[src/hw/cif_pkg.sv]
/*
 * Constants for the charger interrupt flag and mask block: register
 * addresses, field positions, access masks, reset values and the layout
 * of the synchronised status vector.
 * Assumes an 8-bit register address space reached from the serial
 * register engine of the device.
 */
package cif_pkg;

    // ************************************************************
    // Register addresses
    // ************************************************************
    localparam logic [7:0] ADDR_CHG_FLAG_A = 8'h0f;
    localparam logic [7:0] ADDR_CHG_FLAG_B = 8'h10;
    localparam logic [7:0] ADDR_FAULT_FLAGS = 8'h11;
    localparam logic [7:0] ADDR_MASK_A = 8'h12;
    localparam logic [7:0] ADDR_MASK_B = 8'h13;
    localparam logic [7:0] ADDR_FAULT_MASK = 8'h14;

    // ************************************************************
    // Reset values
    // ************************************************************
    localparam logic [7:0] RST_FLAGS = 8'h00;
    localparam logic [7:0] RST_MASK_A = 8'h00;
    localparam logic [7:0] RST_MASK_B = 8'h00;
    localparam logic [7:0] RST_FAULT_MASK = 8'h00;
    localparam logic [7:0] RD_UNMAPPED = 8'h00;

    // ************************************************************
    // Implemented bits (others are reserved, read zero)
    // ************************************************************
    localparam logic [7:0] FAULT_BITS = 8'hd0;
    localparam logic [7:0] FAULT_MASK_BITS = 8'hd0;
    localparam logic [7:0] MASK_A_BITS = 8'hf9;
    localparam logic [7:0] MASK_B_BITS = 8'h96;
    localparam logic [7:0] FLAG_A_BITS = 8'h79;
    localparam logic [7:0] FLAG_B_BITS = 8'h96;

    // ************************************************************
    // Field positions
    // ************************************************************
    localparam int BIT_OVP = 7;
    localparam int BIT_DIE_OVERHEAT_SHUTDOWN = 6;
    localparam int BIT_TMR = 4;
    localparam int BIT_ADC = 7;
    localparam int BIT_IIN = 6;
    localparam int BIT_VIN = 5;
    localparam int BIT_THERMAL_REGULATION_ACTIVE = 4;
    localparam int BIT_WD = 3;
    localparam int BIT_CHRG = 0;
    localparam int BIT_PG = 7;
    localparam int BIT_SRC = 4;
    localparam int BIT_TS = 2;
    localparam int BIT_ICO = 1;

    // ************************************************************
    // Synchronised status vector layout
    // ************************************************************
    localparam int SYNC_W = 18;
    localparam int S_OVP = 17;
    localparam int S_DIE_OVERHEAT_SHUTDOWN = 16;
    localparam int S_TMR = 15;
    localparam int S_IIN = 14;
    localparam int S_VIN = 13;
    localparam int S_THERMAL_REGULATION_ACTIVE = 12;
    localparam int S_WD = 11;
    localparam int S_PG = 10;
    localparam int S_ICO = 9;
    localparam int S_CHRG_LO = 6;
    localparam int S_SRC_LO = 3;
    localparam int S_TS_LO = 0;
    localparam int CODE_W = 3;

    // ************************************************************
    // Timing
    // ************************************************************
    localparam int PRIME_CYCLES = 3;
    localparam int INT_PULSE_CYCLES = 8;

endpackage

[src/hw/cif_irq_flag_mask.sv]
/*
 * Charger interrupt flag and mask logic: latches fault entries and
 * charger events, gates them with the mask registers onto one interrupt
 * pulse, and serves the registers to the serial register engine.
 * Assumes status inputs come from analog/async sources (synchronised
 * here), adcDone, oneShotMode and the register port are on clk.
 */
// Operation
// - Overvoltage entry sets fault bit 7
// - Overheat shutdown entry sets fault bit 6
// - Safety timer rising edge sets bit 4
// - Reserved bits read zero, ignore writes
// - Mask A7 gates one-shot conversion done
// - Mask A6 gates input current limit entry
// - Mask A5 gates input voltage limit entry
// - Mask A4 gates thermal regulation entry
// - Mask A3 gates host timeout rising edge
// - Mask A0 gates charge phase change
// - Mask B7 gates supply good toggle
// - Mask B4 gates input source change
// - Mask B2 gates thermistor zone change
// - Mask B1 gates optimizer rising edge
// - Register reset restores; watchdog leaves alone
// - Event flags latch on rising edges, code and supply good flags on any change; conversion done sets none
// - Fault sources have own interrupt masks
`timescale 1ns/1ps

module cif_irq_flag_mask
    import cif_pkg::*;
#(
    parameter int PULSE_LEN = INT_PULSE_CYCLES
) (
    // Clock and reset
    input wire logic clk,
    input wire logic rst_n,
    input wire logic regReset,
    // Register port from the serial engine
    input wire logic [7:0] regAddr,
    input wire logic regWrite,
    input wire logic [7:0] regWrData,
    input wire logic regRead,
    output logic [7:0] regRdData,
    // Charger status, asynchronous
    input wire logic inputOvervoltage,
    input wire logic dieOverheatShutdown,
    input wire logic safetyTimerExpired,
    input wire logic inputCurrentLimitActive,
    input wire logic inputVoltageLimitActive,
    input wire logic thermalRegulationActive,
    input wire logic hostTimeoutExpired,
    input wire logic supplyGood,
    input wire logic currentOptimizerState,
    input wire logic [2:0] chargePhaseCode,
    input wire logic [2:0] inputSourceCode,
    input wire logic [2:0] thermistorZoneCode,
    // Converter, same clock
    input wire logic adcDone,
    input wire logic oneShotMode,
    // Interrupt
    output logic irqPulse
);

    // ************************************************************
    // Input synchronisers and edge detection
    // ************************************************************
    logic [SYNC_W-1:0] rawStat;
    logic [SYNC_W-1:0] syncMeta;
    logic [SYNC_W-1:0] syncStat;
    logic [SYNC_W-1:0] prevStat;
    logic [1:0] primeCnt;
    logic primed;
    logic [1:0] next_primeCnt;
    logic [SYNC_W-1:0] riseStat;
    logic [SYNC_W-1:0] diffStat;

    assign rawStat = {inputOvervoltage, dieOverheatShutdown, safetyTimerExpired, inputCurrentLimitActive,
                      inputVoltageLimitActive, thermalRegulationActive, hostTimeoutExpired, supplyGood,
                      currentOptimizerState, chargePhaseCode, inputSourceCode, thermistorZoneCode};

    // Hold off edges until the synchroniser holds real samples
    always_comb begin
        next_primeCnt = primeCnt;
        if (!primed) begin
            next_primeCnt = primeCnt + 2'(1);
        end
    end

    always_ff @(posedge clk or negedge rst_n) begin
        if (!rst_n) begin
            syncMeta <= '0;
            syncStat <= '0;
            prevStat <= '0;
            primeCnt <= 2'h0;
        end else begin
            syncMeta <= rawStat;
            syncStat <= syncMeta;
            prevStat <= syncStat;
            primeCnt <= next_primeCnt;
        end
    end

    assign primed = (primeCnt == 2'(PRIME_CYCLES));
    assign riseStat = primed ? (syncStat & ~prevStat) : '0;
    assign diffStat = primed ? (syncStat ^ prevStat) : '0;

    // ************************************************************
    // Event vectors, laid out as the register bits
    // ************************************************************
    logic [7:0] evFault;
    logic [7:0] evA;
    logic [7:0] evB;

    always_comb begin
        evFault = 8'h00;
        evA = 8'h00;
        evB = 8'h00;
        evFault[BIT_OVP] = riseStat[S_OVP];
        evFault[BIT_DIE_OVERHEAT_SHUTDOWN] = riseStat[S_DIE_OVERHEAT_SHUTDOWN];
        evFault[BIT_TMR] = riseStat[S_TMR];
        evA[BIT_ADC] = adcDone & oneShotMode;
        evA[BIT_IIN] = riseStat[S_IIN];
        evA[BIT_VIN] = riseStat[S_VIN];
        evA[BIT_THERMAL_REGULATION_ACTIVE] = riseStat[S_THERMAL_REGULATION_ACTIVE];
        evA[BIT_WD] = riseStat[S_WD];
        evA[BIT_CHRG] = |diffStat[S_CHRG_LO +: CODE_W];
        evB[BIT_PG] = diffStat[S_PG];
        evB[BIT_SRC] = |diffStat[S_SRC_LO +: CODE_W];
        evB[BIT_TS] = |diffStat[S_TS_LO +: CODE_W];
        evB[BIT_ICO] = riseStat[S_ICO];
    end

    // ************************************************************
    // Registers, flags and interrupt pulse
    // ************************************************************
    logic [7:0] faultFlags;
    logic [7:0] chgFlagA;
    logic [7:0] chgFlagB;
    logic [7:0] maskA;
    logic [7:0] maskB;
    logic [7:0] faultMask;
    logic [7:0] irqCnt;
    logic [7:0] next_faultFlags;
    logic [7:0] next_chgFlagA;
    logic [7:0] next_chgFlagB;
    logic [7:0] next_maskA;
    logic [7:0] next_maskB;
    logic [7:0] next_faultMask;
    logic [7:0] next_regRdData;
    logic [7:0] next_irqCnt;
    logic next_irqPulse;
    logic irqTrig;

    assign irqTrig = (|(evA & ~maskA)) | (|(evB & ~maskB)) | (|(evFault & ~faultMask));

    always_comb begin
        next_faultFlags = faultFlags;
        next_chgFlagA = chgFlagA;
        next_chgFlagB = chgFlagB;
        next_maskA = maskA;
        next_maskB = maskB;
        next_faultMask = faultMask;
        next_regRdData = regRdData;
        next_irqCnt = (irqCnt != 8'h00) ? irqCnt - 8'h01 : 8'h00;
        if (regRead) begin
            case (regAddr)
                ADDR_CHG_FLAG_A: next_regRdData = chgFlagA;
                ADDR_CHG_FLAG_B: next_regRdData = chgFlagB;
                ADDR_FAULT_FLAGS: next_regRdData = faultFlags;
                ADDR_MASK_A: next_regRdData = maskA;
                ADDR_MASK_B: next_regRdData = maskB;
                ADDR_FAULT_MASK: next_regRdData = faultMask;
                default: next_regRdData = RD_UNMAPPED;
            endcase
            if (regAddr == ADDR_CHG_FLAG_A) begin
                next_chgFlagA = 8'h00;
            end
            if (regAddr == ADDR_CHG_FLAG_B) begin
                next_chgFlagB = 8'h00;
            end
            if (regAddr == ADDR_FAULT_FLAGS) begin
                next_faultFlags = 8'h00;
            end
        end
        if (regWrite) begin
            if (regAddr == ADDR_MASK_A) begin
                next_maskA = regWrData & MASK_A_BITS;
            end
            if (regAddr == ADDR_MASK_B) begin
                next_maskB = regWrData & MASK_B_BITS;
            end
            if (regAddr == ADDR_FAULT_MASK) begin
                next_faultMask = regWrData & FAULT_MASK_BITS;
            end
        end
        // new events win over a read clear
        next_faultFlags = next_faultFlags | (evFault & FAULT_BITS);
        next_chgFlagA = next_chgFlagA | (evA & FLAG_A_BITS);
        next_chgFlagB = next_chgFlagB | (evB & FLAG_B_BITS);
        if (irqTrig) begin
            next_irqCnt = 8'(PULSE_LEN);
        end
        // register reset; watchdog expiry has no path here
        if (regReset) begin
            next_faultFlags = RST_FLAGS;
            next_chgFlagA = RST_FLAGS;
            next_chgFlagB = RST_FLAGS;
            next_maskA = RST_MASK_A;
            next_maskB = RST_MASK_B;
            next_faultMask = RST_FAULT_MASK;
        end
        next_irqPulse = (next_irqCnt != 8'h00);
    end

    always_ff @(posedge clk or negedge rst_n) begin
        if (!rst_n) begin
            faultFlags <= RST_FLAGS;
            chgFlagA <= RST_FLAGS;
            chgFlagB <= RST_FLAGS;
            maskA <= RST_MASK_A;
            maskB <= RST_MASK_B;
            faultMask <= RST_FAULT_MASK;
            regRdData <= RD_UNMAPPED;
            irqCnt <= 8'h00;
            irqPulse <= 1'b0;
        end else begin
            faultFlags <= next_faultFlags;
            chgFlagA <= next_chgFlagA;
            chgFlagB <= next_chgFlagB;
            maskA <= next_maskA;
            maskB <= next_maskB;
            faultMask <= next_faultMask;
            regRdData <= next_regRdData;
            irqCnt <= next_irqCnt;
            irqPulse <= next_irqPulse;
        end
    end
endmodule

[config.mk]
export PLATFORM = sky130hd
export DESIGN_NAME = cif_irq_flag_mask
export DESIGN_NICKNAME = d
export VERILOG_FILES = /design/src/hw/cif_pkg.sv /design/src/hw/cif_irq_flag_mask.sv
export SDC_FILE = /design/constraint.sdc
export NUM_CORES = 1
export LEC_CHECK = 0
export BUFFER_PORTS_ARGS = -buffer_cell sky130_fd_sc_hd__buf_2
export CORE_ASPECT_RATIO = 1.4
export CORE_UTILIZATION = 50
export CTS_CLUSTER_SIZE = 25
export DETAILED_ROUTE_END_ITERATION = 10
export PLACE_DENSITY = 0.71
export SLEW_MARGIN = 0
export SYNTH_ARGS = -nofsm -noshare
export SYNTH_HDL_FRONTEND = slang
export SYNTH_SLANG_ARGS = --single-unit
[constraint.sdc]
create_clock -name clk -period 4.1 [get_ports clk]
set_clock_uncertainty 0.1 [all_clocks]
set_input_delay 0.41 -clock clk [delete_from_list [all_inputs] [get_ports clk]]
set_output_delay 0.41 -clock clk [all_outputs]
set_load 0.005 [all_outputs]
==> results.json <==
{
  "critPathCaptureType": "register",
  "residual_drc": 0,
  "yosysSeqAreaShare": 0.654,
  "clock_sink_count": 98,
  "largest_fanout_on_the_critical_path": 18,
  "detail_route.first_pass.iterations": 5,
  "floorplan_die_area_um2": 7850,
  "rows": 37,
  "grt_pass1_wl_um": 11500,
  "yosys.cell_types.count": 47,
  "worst_setup_path_start_kind": "register",
  "highest_clock_rate_mhz": 390,
  "postSynthNetCount": 352,
  "report.power.total_mw": 1.78,
  "insertedDiodeCount": 0,
  "die-width_um": 75.2,
  "route.antenna.remaining_nets": 0,
  "postSynthCellCount": 308,
  "finalNetCount": 402,
  "floorplan.io_pins": 50,
  "syn_avg_cell_area_um2": 12.2,
  "relSlewSlack": 0.452,
  "category_of_cells_accounting_for_the_largest_share_of_critical_path_delay": "simple AND/OR/NAND/NOR gates",
  "slew_viol_final": 0,
  "cts.hold.buffers_added": 0,
  "mappedNetlistArea_um2": 3750,
  "utilization": 0.585,
  "placedCellCount": 444,
  "ys_seq_elements": 98,
  "grt.total_usage": 0.199,
  "vias": 2414,
  "critical-path-slowest-cell": "sky130_fd_sc_hd__or4_1",
  "final_common_cell": "sky130_fd_sc_hd__dfrtp_1",
  "fin_tns_setup_ns": 0,
  "timing.reg2reg.setup_slack_ns": 1.54,
  "status": "finished, final reports clean",
  "worst_pin_slew_ns": 0.821,
  "detailed_place.area_um2": 4070,
  "hold_class": "input pin to asynchronous set/reset pin",
  "grt_start_max_net_pins": 68,
  "insertion_delay_of_the_later_clocked_pin_in_the_worst_skew_pair_ns": 0.35,
  "yosysWarningCount": 0,
  "gr_overflow_total": 0,
  "effective_utilization_at_floorplan": 0.512,
  "worst-r2r-cell-count": 6,
  "cts_buffers": 9,
  "cts_buffer_depth": 2,
  "cts-root-buf": "sky130_fd_sc_hd__clkbuf_8",
  "cts_setup_buffers": 0,
  "floorplan.core_area_um2": 7310,
  "grt_pass1_vias": 2535,
  "list_of_cells_traversed_by_the_critical_path": "ha_1 > nand3b_1 > o22a_1 > nand4_1 > or4_1 > a211o_1",
  "layout.cells.non_filler": 460,
  "post_drt_wl_per_cell_um": 14.9,
  "drive_above_1_share": 0.196,
  "path_clk_slew_ns": 0.10,
  "cts_tree": "yes",
  "crit_path_max_incr_delay_ns": 0.70,
  "routed_via_density": 5.25,
  "gp_congestion": 0.826,
  "critical_path.reg2reg.startpoint": "primeCnt[0]$_DFFE_PN0P_",
  "p_leak_nw": 1.99,
  "cp.buffers_inverters": 0,
  "rsz0062_at_grt": "false",
  "finalInstanceArea_um2": 4280,
  "cap_violations": 0,
  "critical_path.reg2reg.endpoint": "irqPulse$_DFF_PN0_",
  "fillCellCount": 643,
  "cts-resized-gates": 0,
  "finalSetupViolCount": 0,
  "postSynth.asyncResetShare": 1.00,
  "crit_arrival_ns": 2.71,
  "route.final.wire_length_um": 6860,
  "synth-main-ff-cell": "sky130_fd_sc_hd__dfrtp_1",
  "floorplan.die.height_um": 104,
  "timing.final.crit_share": 0.625,
  "htree_levels": 3,
  "synth_edf_count": 0,
  "power.density_cell_area_nw_per_um2": 415,
  "setup.worst_path.class": "register to register",
  "layout_min_cycle_time_ns": 2.56,
  "detailedPlacementHpwl_um": 4870,
  "layout.cells.most_common_list": "98 x sky130_fd_sc_hd__dfrtp_1, 48 x sky130_fd_sc_hd__buf_2, 37 x sky130_fd_sc_hd__nor2_1",
  "area_growth_pct": 14.2,
  "hold_viol": 0,
  "grt_antenna_before_repair": 0,
  "ir_drop_uv": 277,
  "worstPathRequired_ns": 4.24,
  "detailedRoute.firstIterationViolations": 180,
  "number_of_port_buffers": 49
}
-- stage by stage --
stage                     hold WS, ns  setup WS [ns]
after floorplan                0.0144           1.95
after global placement          0.231           1.62
after detailed placement        0.235           1.56
after CTS                      0.0385           1.53
after global routing           0.0198           1.38
final                          0.0302           1.54
-- registers in the layout, summed over array words and instances (netlist names), 5 cells and up --
register   count
syncMeta      18
regRdData      8
prevStat      18
maskA          6
irqCnt         8
chgFlagA       5
syncStat      18
-- worst register-to-register path, delay by kind of cell (launching register included) --
family	cells	cell delay (ns)
simple gates	3	1.00
compound gates	2	0.49
fa+ha+maj	1	0.44
flops	1	0.42
-- cells in the mapped netlist, types with 3 or more instances --
library cell / n / area, um^2
sky130_fd_sc_hd__nand3b_1: 7 / 52.6
sky130_fd_sc_hd__a21oi_1: 14 / 70.1
sky130_fd_sc_hd__nand3_1: 8 / 40.0
sky130_fd_sc_hd__nand4_1: 6 / 37.5
sky130_fd_sc_hd__xor2_1: 6 / 52.6
sky130_fd_sc_hd__ha_1: 3 / 37.5
sky130_fd_sc_hd__a221oi_1: 4 / 35.0
sky130_fd_sc_hd__xnor2_1: 8 / 70.1
sky130_fd_sc_hd__nor3_1: 5 / 25.0
sky130_fd_sc_hd__nand2_1: 27 / 101
sky130_fd_sc_hd__inv_1: 18 / 67.6
sky130_fd_sc_hd__o22a_1: 3 / 26.3
sky130_fd_sc_hd__nor2_1: 37 / 139
sky130_fd_sc_hd__nor2b_1: 3 / 18.8
sky130_fd_sc_hd__dfrtp_1: 98 / 2450
sky130_fd_sc_hd__o221ai_1: 5 / 43.8
sky130_fd_sc_hd__mux2i_1: 12 / 120
sky130_fd_sc_hd__clkbuf_1: 6 / 22.5
-- how the worst max path moves through the flow --
stage | depth (start not counted) | slack, ns | start | end
6_report | 6 | 1.54 | primeCnt[0]$_DFFE_PN0P_ | irqPulse$_DFF_PN0_
5_1_grt | 6 | 1.38 | primeCnt[0]$_DFFE_PN0P_ | irqPulse$_DFF_PN0_
4_1_cts | 6 | 1.53 | primeCnt[0]$_DFFE_PN0P_ | irqPulse$_DFF_PN0_
3_5_place_dp | 6 | 1.56 | primeCnt[0]$_DFFE_PN0P_ | irqPulse$_DFF_PN0_
3_3_place_gp | 6 | 1.62 | primeCnt[0]$_DFFE_PN0P_ | irqPulse$_DFF_PN0_
2_1_floorplan | 8 | 1.95 | primeCnt[0]$_DFFE_PN0P_ | irqPulse$_DFF_PN0_
-- cell families (layout without fill, tap and decap cells) --
logic type,count (synthesis),count (layout),share of synthesized area
adders and majority gates,3,3,0.0100
AOI/OAI and AO/OA,44,44,0.0848
xor gates and xnor gates,14,14,0.0327
and+or+nand+nor,105,105,0.137
muxes,15,15,0.0471
buffers and inverters,29,84,0.0337
DFF,98,98,0.654
-- final cells by class --
class | count | area (um^2) | share of cell area
clock buffers | 10 | 138 | 0.0322
clock inverters | 6 | 77.6 | 0.0181
repair buffers | 50 | 255 | 0.0596
flip-flops and latches | 98 | 2450 | 0.573
well taps | 97 | 121 | 0.0284
multi-input cells | 181 | 1170 | 0.273
inverters | 18 | 67.6 | 0.0158
-- layer usage --
layer,up-vias,wire length (um),global-route usage
met5,-,0,0
met4,0,151,0.101
met3,16,243,0.0484
met2,57,3450,0.323
met1,1174,3010,0.241
li1,1167,-,-
-- power by group --
| part | total [mW] | leakage (nW) | internal, mW | switching, mW |
|---|---|---|---|---|
| Sequential | 1.02 | 1.20 | 1.00 | 0.0185 |
| Clock | 0.657 | 0.107 | 0.312 | 0.345 |
| Combinational | 0.0995 | 0.679 | 0.0418 | 0.0577 |
No activity file was read; power rests on OpenSTA's default activity.
